===== config.mk =====
export PLATFORM = sky130hd
export DESIGN_NAME = cap_sense_control_reg
export DESIGN_NICKNAME = d
export VERILOG_FILES = /design/src/logic/cap_sense_pkg.sv /design/src/logic/cap_sense_engine.sv /design/src/logic/cap_sense_control_reg.sv
export SDC_FILE = /design/constraint.sdc
export NUM_CORES = 1
export LEC_CHECK = 0
export BUFFER_PORTS_ARGS = -buffer_cell sky130_fd_sc_hd__buf_4
export CORE_MARGIN = 2
export CORE_UTILIZATION = 51
export DETAILED_ROUTE_END_ITERATION = 10
export PLACE_DENSITY = 0.81
export SYNTH_ARGS = -nofsm -noshare
export SYNTH_HDL_FRONTEND = slang
export SYNTH_SLANG_ARGS = --single-unit

===== constraint.sdc =====
create_clock -name clk_in -period 3 [get_ports clk_in]
set_input_delay 0.45 -clock clk_in [delete_from_list [all_inputs] [get_ports clk_in]]
set_output_delay 0.45 -clock clk_in [all_outputs]
set_load 0.005 [all_outputs]

===== src/logic/cap_sense_pkg.sv =====
// Package with register layout, field positions and shared types of the cap-sense control block
package cap_sense_pkg;

	localparam logic [7:0] CTRL_ADDR = 8'h9a;
	localparam logic [7:0] CTRL_RESET = 8'h00;
	localparam int ENABLE_BIT = 7;
	localparam int PME_BIT = 6;
	localparam int DONE_BIT = 5;
	localparam int BUSY_BIT = 4;
	localparam int CMPEN_BIT = 3;
	localparam int CMPF_BIT = 0;
	localparam logic [7:0] WRITABLE_MASK = 8'hf8;
	localparam logic [2:0] MODE_SW_A = 3'h0;
	localparam logic [2:0] MODE_SW_B = 3'h6;
	localparam logic [2:0] MODE_SW_C = 3'h7;
	localparam int RESULT_W = 16;
	localparam logic [15:0] CONV_CYCLES_DEF = 16'h0010;

	// Register access strobe group
	typedef struct packed {
		logic wr;
		logic rd;
		logic [7:0] addr;
		logic [7:0] wdata;
	} sfr_req_t;

	// Conversion engine status towards the control register
	typedef struct packed {
		logic done;
		logic [15:0] result;
	} conv_out_t;

endpackage


===== src/logic/cap_sense_engine.sv =====
// Conversion sequencer: counts a fixed conversion time and emits a result with a done pulse
module cap_sense_engine #(
	parameter logic [15:0] CONV_CYCLES = cap_sense_pkg::CONV_CYCLES_DEF
) (
	input wire logic clk_in, // System clock
	input wire logic arst_n_in, // Async reset, active low
	input wire logic ce_in, // Clock enable
	input wire logic enable_in, // Converter powered
	input wire logic start_in, // Start pulse
	input wire logic [15:0] sample_in, // Accumulated measurement
	output cap_sense_pkg::conv_out_t conv_out, // Done pulse and result
	output logic busy_out // Conversion running
);

	// A zero conversion time would wrap the count to 16'hffff and stay in the running state for 65536 cycles
	if (CONV_CYCLES == 16'h0000) begin : g_bad_cycles
		$error("CONV_CYCLES must be nonzero");
	end

	typedef enum logic [0:0] {IDLE, CONVERT} eng_state_t;
	eng_state_t state_ff;
	logic [15:0] count_ff;
	cap_sense_pkg::conv_out_t out_ff;

	////////////////////////////////////////////////////////////////
	// Sequencer; disable aborts a running conversion
	always_ff @(posedge clk_in or negedge arst_n_in) begin
		if (!arst_n_in) begin
			state_ff <= IDLE;
			count_ff <= 16'h0000;
		end else if (ce_in) begin
			case (state_ff)
				IDLE: begin
					if (start_in && enable_in) begin
						state_ff <= CONVERT;
						count_ff <= CONV_CYCLES - 16'h0001;
					end
				end
				CONVERT: begin
					if (!enable_in) state_ff <= IDLE;
					else if (count_ff == 16'h0000) state_ff <= IDLE;
					else count_ff <= count_ff - 16'h0001;
				end
				default: state_ff <= IDLE;
			endcase
		end
	end

	// Result register with one-cycle done pulse
	always_ff @(posedge clk_in or negedge arst_n_in) begin
		if (!arst_n_in) begin
			out_ff <= '0;
		end else if (ce_in) begin
			out_ff.done <= (state_ff == CONVERT) && enable_in && (count_ff == 16'h0000);
			if ((state_ff == CONVERT) && (count_ff == 16'h0000)) out_ff.result <= sample_in;
		end
	end

	assign conv_out = out_ff;
	assign busy_out = (state_ff == CONVERT);

endmodule


===== src/logic/cap_sense_control_reg.sv =====
// Control and status register of the capacitive-sense converter
module cap_sense_control_reg #(
	parameter logic [15:0] CONV_CYCLES = cap_sense_pkg::CONV_CYCLES_DEF
) (
	input wire logic clk_in, // System clock
	input wire logic arst_n_in, // Async reset, active low
	input wire logic ce_in, // Clock enable, freezes state when low
	input cap_sense_pkg::sfr_req_t sfr_in, // Register access strobes
	input wire logic [2:0] conversion_mode_field_in, // Start source select
	input wire logic [7:0] threshold_high_byte_in, // Threshold upper byte
	input wire logic [7:0] threshold_low_byte_in, // Threshold lower byte
	input wire logic [15:0] sample_in, // Accumulated measurement
	input wire logic retry_pin_event_in, // Retry pulse from pin monitor
	output logic [7:0] rdata_out, // Read data
	output logic converter_power_out, // Converter analog enable
	output logic [15:0] result_out // Last conversion result
);

	logic converter_enable_ff;
	logic pin_monitor_event_flag_ff;
	logic conversion_done_flag_ff;
	logic comparator_enable_ff;
	logic comparator_flag_ff;
	logic [7:0] rdata_ff;
	logic [15:0] result_ff;
	logic busy;
	logic busy_status;
	logic start;
	logic ctrl_wr;
	cap_sense_pkg::conv_out_t conv;

	// Software start source decode
	function automatic logic sw_mode(input logic [2:0] m);
		sw_mode = (m == cap_sense_pkg::MODE_SW_A) || (m == cap_sense_pkg::MODE_SW_B)
			|| (m == cap_sense_pkg::MODE_SW_C);
	endfunction

	////////////////////////////////////////////////////////////////
	// Access decode and start strobe
	always_comb begin
		if (sfr_in.addr == cap_sense_pkg::CTRL_ADDR) ctrl_wr = sfr_in.wr;
		else ctrl_wr = 1'b0;
	end
	assign start = ctrl_wr && sfr_in.wdata[cap_sense_pkg::BUSY_BIT]
		&& sw_mode(conversion_mode_field_in) && !busy_status;

	cap_sense_engine #(
		.CONV_CYCLES(CONV_CYCLES)
	) u_engine (
		.clk_in(clk_in),
		.arst_n_in(arst_n_in),
		.ce_in(ce_in),
		.enable_in(converter_enable_ff),
		.start_in(start),
		.sample_in(sample_in),
		.conv_out(conv),
		.busy_out(busy)
	);

	// Busy spans the done pulse so it falls on the edge that raises the flags
	assign busy_status = (busy || conv.done) && converter_enable_ff;

	////////////////////////////////////////////////////////////////
	// Control bits written by software
	always_ff @(posedge clk_in or negedge arst_n_in) begin
		if (!arst_n_in) begin
			converter_enable_ff <= cap_sense_pkg::CTRL_RESET[cap_sense_pkg::ENABLE_BIT];
			comparator_enable_ff <= cap_sense_pkg::CTRL_RESET[cap_sense_pkg::CMPEN_BIT];
		end else if (ce_in && ctrl_wr) begin
			converter_enable_ff <= sfr_in.wdata[cap_sense_pkg::ENABLE_BIT];
			comparator_enable_ff <= sfr_in.wdata[cap_sense_pkg::CMPEN_BIT];
		end
	end

	// Pin-monitor flag, set wins over clear
	always_ff @(posedge clk_in or negedge arst_n_in) begin
		if (!arst_n_in) begin
			pin_monitor_event_flag_ff <= 1'b0;
		end else if (ce_in) begin
			if (retry_pin_event_in) pin_monitor_event_flag_ff <= 1'b1;
			else if (ctrl_wr) pin_monitor_event_flag_ff <= sfr_in.wdata[cap_sense_pkg::PME_BIT];
		end
	end

	// Completion flag and result, set wins over clear
	always_ff @(posedge clk_in or negedge arst_n_in) begin
		if (!arst_n_in) begin
			conversion_done_flag_ff <= 1'b0;
			result_ff <= 16'h0000;
		end else if (ce_in) begin
			if (conv.done) begin
				conversion_done_flag_ff <= 1'b1;
				result_ff <= conv.result;
			end else if (ctrl_wr) begin
				conversion_done_flag_ff <= sfr_in.wdata[cap_sense_pkg::DONE_BIT];
			end
		end
	end

	// Digital comparator flag, evaluated with the done pulse
	always_ff @(posedge clk_in or negedge arst_n_in) begin
		if (!arst_n_in) begin
			comparator_flag_ff <= 1'b0;
		end else if (ce_in) begin
			if (conv.done && comparator_enable_ff
				&& (conv.result > {threshold_high_byte_in, threshold_low_byte_in})) begin
				comparator_flag_ff <= 1'b1;
			end else if (ctrl_wr && !sfr_in.wdata[cap_sense_pkg::CMPF_BIT]) begin
				comparator_flag_ff <= 1'b0;
			end
		end
	end

	////////////////////////////////////////////////////////////////
	// Registered read data
	always_ff @(posedge clk_in or negedge arst_n_in) begin
		if (!arst_n_in) begin
			rdata_ff <= 8'h00;
		end else if (ce_in) begin
			if (sfr_in.rd && (sfr_in.addr == cap_sense_pkg::CTRL_ADDR)) begin
				rdata_ff <= {converter_enable_ff, pin_monitor_event_flag_ff,
					conversion_done_flag_ff, busy_status, comparator_enable_ff,
					2'b00, comparator_flag_ff};
			end else begin
				rdata_ff <= 8'h00;
			end
		end
	end

	assign rdata_out = rdata_ff;
	assign converter_power_out = converter_enable_ff;
	assign result_out = result_ff;

endmodule


==> results of run 1 <==
critical path, delay by kind of cell, from the launching register on:
family,cells,cell delay (ps)
flip-flops,1,410
buffers and inverters,1,80
AND/OR/NAND/NOR,2,880
adder cells (fa/ha/maj),1,220
AO/OA/AOI/OAI,2,730
area by class of cell:
class / count / area share (%)
repair buffers: 80 / 15.3
well taps: 75 / 2.39
inverters: 25 / 2.39
clock inverters: 4 / 1.21
flip-flops and latches: 61 / 38.9
multi-input cells: 176 / 36.2
clock buffers: 12 / 3.69
cell usage in the layout, fill, tap and decap left out, types with 4 or more instances in the layout:
| cell type | Yosys | routed |
|---|---|---|
| xor2_1 | 4 | 4 |
| nand2_1 | 16 | 16 |
| o21ai_0 | 8 | 8 |
| nor3_1 | 7 | 7 |
| a21oi_1 | 8 | 8 |
| dfrtp_1 | 61 | 61 |
| a22o_1 | 7 | 7 |
| buf_4 | 2 | 80 |
| nor2_1 | 19 | 19 |
| clkbuf_8 | 1 | 10 |
| xnor2_1 | 5 | 5 |
| inv_1 | 25 | 25 |
| ha_1 | 17 | 17 |
| mux2_2 | 23 | 23 |
| mux2_4 | 9 | 9 |
| nand4_1 | 4 | 4 |
| nand3_1 | 8 | 8 |
logic make-up after synthesis:
family                   after synthesis
AO/OA/AOI/OAI                         39
XOR/XNOR                               9
adder cells (fa/ha/maj)               17
buffers and inverters                 34
flip-flops                            61
multiplexers                          33
other                                  1
AND/OR/NAND/NOR                       76
state kept, by name (all words and copies together), names as in the netlist:
signal / flops
rdata_out: 6
comparator_enable_ff: 1
comparator_flag_ff: 1
result_out: 16
u_engine.busy_out: 1
conversion_done_flag_ff: 1
converter_power_out: 1
u_engine.count_ff: 16
pin_monitor_event_flag_ff: 1
u_engine.conv_out: 17
power by group:
part | internal (mW) | switching (mW) | total [mW]
combinational | 0.0843 | 0.0670 | 0.151
sequential | 0.837 | 0.0131 | 0.850
clock | 0.404 | 0.319 | 0.723
total | 1.33 | 0.399 | 1.72
layer usage:
layer	vias up	global-route usage [%]	wire, um	part of all wire (%)
li1	1118	-	-	-
met1	1146	28.1	2880	43
met2	77	35.3	3200	48
met3	20	4.84	399	6.0
met4	0	11.2	216	3.2
met5	-	0	0	0
per-stage QoR:
stage	worst slack, ps	utilization [%]	power, mW
final	572	66.4	1.72
after global routing	372	66.4	1.80
after global placement	679	63.1	1.01
after detailed placement	604	63.1	1.02
after CTS	559	66.4	1.74
after floorplan	884	-	0.928
worst paths after layout:
kind,end,slack [ps],depth (start not counted)
setup / recovery,u_engine.count_ff[2],570,6
hold / removal,result_out[7],170,1
setup reg to reg,u_engine.count_ff[2],570,6
hold reg to reg,rdata_out[6],490,1
max in group asynchronous,u_engine.count_ff[1],2320,1
min in group clk_in,converter_power_out,330,3
==> run summary, run 1 <==
Summing the areas of all compound-gate instances in the mapped netlist gives 8.53% of the synthesized area. For this design the ratio of total power to cell area is 439 nW/um^2. The logs give 0 for the count of endpoints failing hold in the final timing report and 5920 um^2 for the total core area.

The number of antenna violations at the first check in global routing was 0. For the count of hold buffers inserted by post-cts repair, the log shows 0. On the final layout, the worst hold slack is 174 ps.

The area occupied by registers is 1530 um^2, and the transition at the pin with the smallest max-transition slack is 974 ps. After clock tree synthesis, the clock-pin slew on the worst setup and hold paths is 70 ps. Proportion of netlist area held by the largest area contributor: 49.1%. The worst register-to-register path begins at u_engine.count_ff[0]. For the detailed-routing iteration count for the pre-antenna-repair pass, the log shows 4. The post-route cell area came out at 3930 um^2.

Leakage component of the power: 2.07 nW. After routing, the total negative slack on setup checks comes to 0 ps. The slowest stage of the critical path is the a41oi_1 cell. Counting flops with an async set or reset pin after synthesis yields a share of 100%. For the total number of yosys warnings, the log shows 0.

In the post-synthesis netlist, the cell with the most instances is dfrtp_1. After detailed routing, the number of vias per cell comes to 5.45. The logs give 1420 um^2 for the area of the multi-input gates and 9 for the number of buffers created by CTS.

For this run, design rule violations remaining after detail routing come to 0. Data on the critical path arrives at its endpoint at 2650 ps. Of the synthesized area, sequential elements account for 49.1%. Row generation in the floorplan step produced 28 rows. Fraction of the mapped netlist area in adder cells: 6.84%. The clock tree skew after final layout is 9.11 ps, and the total of endpoints with negative setup slack in the final report is 0. The mux contribution to synthesized area works out to 13.0%. TritonCTS built the clock tree. The number of setup buffers added after CTS is 0.

The maximum single-stage delay on the critical path was 510 ps. The via count of the first global-routing pass is 2,391, and the worst path required time is 3230 ps. The cell count after synthesis came out at 270.

The die is 82.1 um wide. For this configuration, the core starts out at a cell density of 52.5%. The longest clock path from root to sink contains 2 buffers.

The worst pin sits at a relative slew slack of 34.2%. The clock insertion delay at the later pin of the skew report came out at 340 ps. The critical path start-end classification was register to register.

IR analysis of the VDD net gives a maximum drop of 295 uV. The antenna cell count came out at 0. For the level count of the clock H-tree, the log shows 3. The synthesis-stage register bit count is 61. The worst path in the final design needs a cycle of 2430 ps, including I/O delays and setup. Setup repair after global routing left no endpoint under its margin. Number of unique standard cell types used by synthesis: 47. The tools report the boundary pin count as 82.

The maximum fanout encountered on the critical timing path is 13. The highest clock frequency the design can meet came out at 412 MHz. The signal on the critical path passes through inv_1 -> ha_1 -> nor4b_4 -> a41oi_1 -> or2_2 -> a22o_1. The number of synthesized flops with an enable pin is 0, and the post-layout instance count excluding filler cells is 433. Once detailed placement completed, the half-perimeter wirelength came to 4890 um.

Element type at the critical path start: a register. For the global-route wire length before repair, the log shows 11,000 um. The clock root buffer is clkbuf_8. The most common flop cell mapped by yosys was dfrtp_1.

The number of nets in the layout was 427; the number of nets with antenna violations after routing was 0. Number of fillers in the final layout: 458. The total detailed-routing wirelength was 6700 um.

dfrtp_1 takes more of the synthesized area than any other cell. The post-cts gate resize count was 0; the die outline height was 82.1 um. The worst hold path belongs to the class input port to asynchronous set/reset pin.

Max-cap violations in this run came to 0. The final critical-path share of the clock period was 80.9%; the total clock sinks was 61. The run gives 2,361 as the total vias in the final route. By count the netlist is led by dfrtp_1 (61), inv_1 (25), mux2_2 (23), nor2_1 (19), ha_1 (17). The run finished with clean final reports. Routability-driven placement finished with a final weighted congestion of 0.810. In this run the cell area measured after placement is 3740 um^2. The average wire per cell in the routed design was 15.5 um. After Yosys synthesis, XOR and XNOR cells account for 2.54% of the synthesized area. STA classifies the critical path endpoint as a register. Max-slew violation count: 0. The total global-route track usage was 22.0%. Including well taps, the total number of placed cells is 417. Input and output buffers added on the ports amount to 77. After synthesis the cells add up to 3110 um^2. Entering global routing, the biggest net connects 62 pins. The die covers 6740 um^2. The layout overhead on the synthesized area is 26.4%.

Initial detailed-routing violation count: 88. In this run the worst setup path begins at u_engine.count_ff[0]. The fraction of final layout cells with drive strength greater than 1 is 37.4%. By area the synthesized netlist is led by dfrtp_1 (49%), mux2_2 (8.3%), ha_1 (6.8%). The sum of overflow across all layers after global routing was 0. By area, the combinational part of the netlist is dominated by simple AND/OR/NAND/NOR gates. The synthesized netlist devotes 14.6% of its cell area to simple gates. The per-instance average area after synthesis came out at 11.5 um^2.
(Power assumes the default switching activity.)
==> run 2, diff against run 1 <==
ABC_AREA = 1   (was not set)
PLACE_DENSITY = 0.79   (was 0.81)
clock period = 2.25 ns   (was 3 ns; I/O delays follow)
==> run 2 against run 1 <==
  * Global-route usage down 1.0 points
  * Count of clock-buffer cells in the layout is 3 lower
  * Die area rose by 14%
  * Sequential share of layout area decreased by 3.8 points
  * Critical path depth is 4 higher
  * Utilization decreased by 2.3 points
  * Register-to-register slack lost 310 ps
  * Clock skew shrank 2.0 ps
  * Clock power increased by 4.7%
  * Synthesized cell count increased by 64%
  * Routed wire length grew 9.9%
  * Critical path type unchanged
  * Largest cell class is now multi-input gates
  * Highest routed layer unchanged
==> run summary, run 2 <==
The count of endpoints failing hold in the final timing report was 0; the max-slew violation count was 0. The area of the die was 7690 um^2; the worst reg2reg path depth was 10. Layout overhead on the synthesized area: 21.9%. At the pin with the least slew margin, the transition time is 753 ps.

The net switching component of the power was 0.625 mW. In this run the static leakage power is 2.55 nW. The smallest setup slack after layout is 260 ps. In this run the deepest clock path goes through 2 buffers. The internal portion of the total power is 1.75 mW. The number of port buffers is 77, and the count of mapped cells out of synthesis is 443. The smallest clock period supported by the final layout is computed as 1990 ps. The x dimension of the die works out to 87.7 um.

Pin placement for this block handled 82 I/O pins. The run gives 42.7% as the sequential fraction of the synthesis area. The fraction of registers with async set/reset is 100%. By area the synthesized netlist is led by dfrtp_1 (43%), nand2_1 (15%), inv_1 (6.2%). Row count: 30. For the total vias in the final route, the log shows 3,001. In this run, the number of DRC markers left after iteration 0 of detailed routing was 175. Yosys mapped a number of flops with a built-in enable equal to 0.

The post-route netlist has 28.5% of its cells at a drive strength greater than 1. Based on the critical path, the design can be clocked at up to 503 MHz. The library cells used most frequently in the layout, excluding fill and tap cells, are nand2_1 (138), buf_4 (80), dfrtp_1 (61).

Final critical-path share of the clock period: 88.4%. STA puts the critical path data required time at 2460 ps. The number of nets in the layout came out at 599.

Combinational logic burns 16.8% of the power. Max-cap violations in this run came to 0. After clock tree synthesis, the flow added hold-fix buffers numbering 0. Across the VDD grid, the largest voltage drop is 301 uV.

The tightest min-delay check is of the input port to asynchronous set/reset pin type. After routing the design area is 4350 um^2. Entering global routing, the biggest net connects 62 pins.

0 antenna diodes ended up in the layout. For the level count of the clock H-tree, the log shows 3. The library cell used most frequently in the layout, excluding fill and tap cells, is nand2_1. The placed instances occupy a cell area of 4210 um^2.

The clock drives 61 sinks. In this run, synthesis produced a sequential element count of 61. The category of the worst setup path capture point is a register.

The most common flop cell mapped by yosys is dfrtp_1. The via count of the first global-routing pass was 2,912. Sequential cells burn 51.3% of the power. In the routed layout, each cell is associated on average with a via count of 4.82.

The most instantiated library cell after synthesis is nand2_1. Global routing used 21.0% of the available tracks. The proportion of netlist area held by the largest area contributor was 42.7%; the worst hold slack was 67.1 ps. The maximum fanout encountered on the critical timing path is 33, and the die outline height is 87.7 um. In the routed design, unresolved DRC markers number 0. Sorting the synthesized cells by how often they occur yields nand2_1 (138), dfrtp_1 (61), inv_1 (59), nor2_1 (43), nand3_1 (23). Measured against its own limit, the worst slew margin works out to 49.8%. The tree is rooted in a clkbuf_8. The global placer's final weighted congestion came out at 0.818.

OpenSTA, run right after detailed placement, puts the worst setup slack at 295 ps. The part of the total power dissipated in the clock network is 31.9%, and the accumulated negative setup slack is 0 ps. The run gives 5470 um as the post-detailed-placement half-perimeter wirelength. At the worst endpoint, the arrival time is 2200 ps.

The detail route stage leaves a number of antenna-violating nets equal to 0. The endpoint identified for the worst register-to-register timing path is u_engine.conv_out[8]. The per-instance average area after synthesis is 8.06 um^2, and the setup slack on the worst flop-to-flop path is 260 ps. Areal power density over the cells: 545 nW/um^2.

Total of endpoints with negative setup slack in the final report: 0. Gates resized during post-CTS repair numbered 0. The run gives 0 as the total number of yosys warnings.

The average wire per cell in the routed design is 11.8 um, and the number of buffers created by CTS is 9. The initial utilization of the core area, before any placement, comes to 52.6%. TritonCTS built the clock tree.

For the number of antenna violations at the first check in global routing, the log shows 0. Clock skew on the completed layout was measured at 7.15 ps. The tools report the synthesized area as 3570 um^2. The critical path start-end classification was register to register. The startpoint identified for the worst register-to-register timing path is u_engine.count_ff[0]. Buffers added to address setup during post-CTS repair amount to 0. The tools report the total core area as 6790 um^2. The post-CTS clock slew at the launch and capture registers of the worst setup and hold paths is 70 ps. The worst setup path is launched from a register.

Summed over all layers, the routed wires come to 7360 um. The share of total power consumed by net switching works out to 26.3%. Setup repair after global routing left no endpoint under its margin.

The flow ran to the end, and the final reports show no timing, DRC or antenna violations. The global-route wire length before repair was 12,600 um; the clock insertion delay at the later pin of the skew report was 340 ps. The most area-hungry cell type in the Yosys netlist was dfrtp_1. The sum of overflow across all layers after global routing was 0.

The detailed-routing iteration count for the pre-antenna-repair pass was 4. The number of unique standard cell types used by synthesis was 35. The register with the most flip-flops in the layout has 17 of them.
==> run 2: cells by family after synthesis <==
group	synth area share, %
simple gates	29.3
buf+inv	8.62
flops	42.7
compound gates	8.30
fa+ha+maj	5.96
mux	4.73
other cells	0.105
xor+xnor	0.245
==> run 2: how the worst max path moves through the flow <==
| stage | startpoint | to | slack [ps] | cells past startpoint |
|---|---|---|---|---|
| floorplan | u_engine.count_ff[0] | u_engine.conv_out[10] | 590 | 10 |
| global placement | u_engine.count_ff[0] | u_engine.conv_out[12] | 400 | 10 |
| detailed placement | u_engine.count_ff[0] | u_engine.conv_out[8] | 300 | 10 |
| CTS | u_engine.count_ff[0] | u_engine.conv_out[8] | 250 | 10 |
| global route | u_engine.count_ff[0] | u_engine.conv_out[2] | 80 | 10 |
| finish | u_engine.count_ff[0] | u_engine.conv_out[8] | 260 | 10 |
==> run 2: area by class of cell <==
| type | count | area [um^2] |
|---|---|---|
| multi-input combinational | 313 | 1740 |
| clock buffer | 9 | 124 |
| clock inverter | 3 | 17.5 |
| inverter | 60 | 225 |
| fill | 582 | 2440 |
| timing repair buffer | 80 | 601 |
| tap | 96 | 120 |
| sequential | 61 | 1530 |
==> run 2: through the flow <==
stage	util, %	cells	total power [mW]
2_1_floorplan	-	444	1.44
3_3_place_gp	62.0	610	1.63
3_5_place_dp	62.0	610	1.64
4_1_cts	64.1	622	2.41
5_1_grt	64.1	622	2.52
6_report	64.1	622	2.37
==> run 2: power groups by stage <==
stage	combinational [mW]	sequential, mW	clock, mW
3_3_place_gp	0.391	1.23	0
5_1_grt	0.455	1.23	0.836
2_1_floorplan	0.214	1.23	0
3_5_place_dp	0.404	1.24	0
6_report	0.398	1.22	0.757
4_1_cts	0.406	1.22	0.783
==> run 2: worst max-delay path, cell delays in order, from the launching register on <==
cell and delay (ps):
dfrtp_1 410, inv_1 130, ha_1 200, nand2_1 70, nor2_2 200, nand2_2 110, nor3_2 170, nand3_2 80
buf_4 290, nand2_1 140, o21ai_2 60
==> run 2: per-layer routing <==
metal	share of wire [%]	up-vias	track usage (%)
met1	44	1361	25.5
met5	0	-	0
met4	2.2	0	8.81
li1	-	1545	-
met2	47	80	34.4
met3	6.9	15	7.07
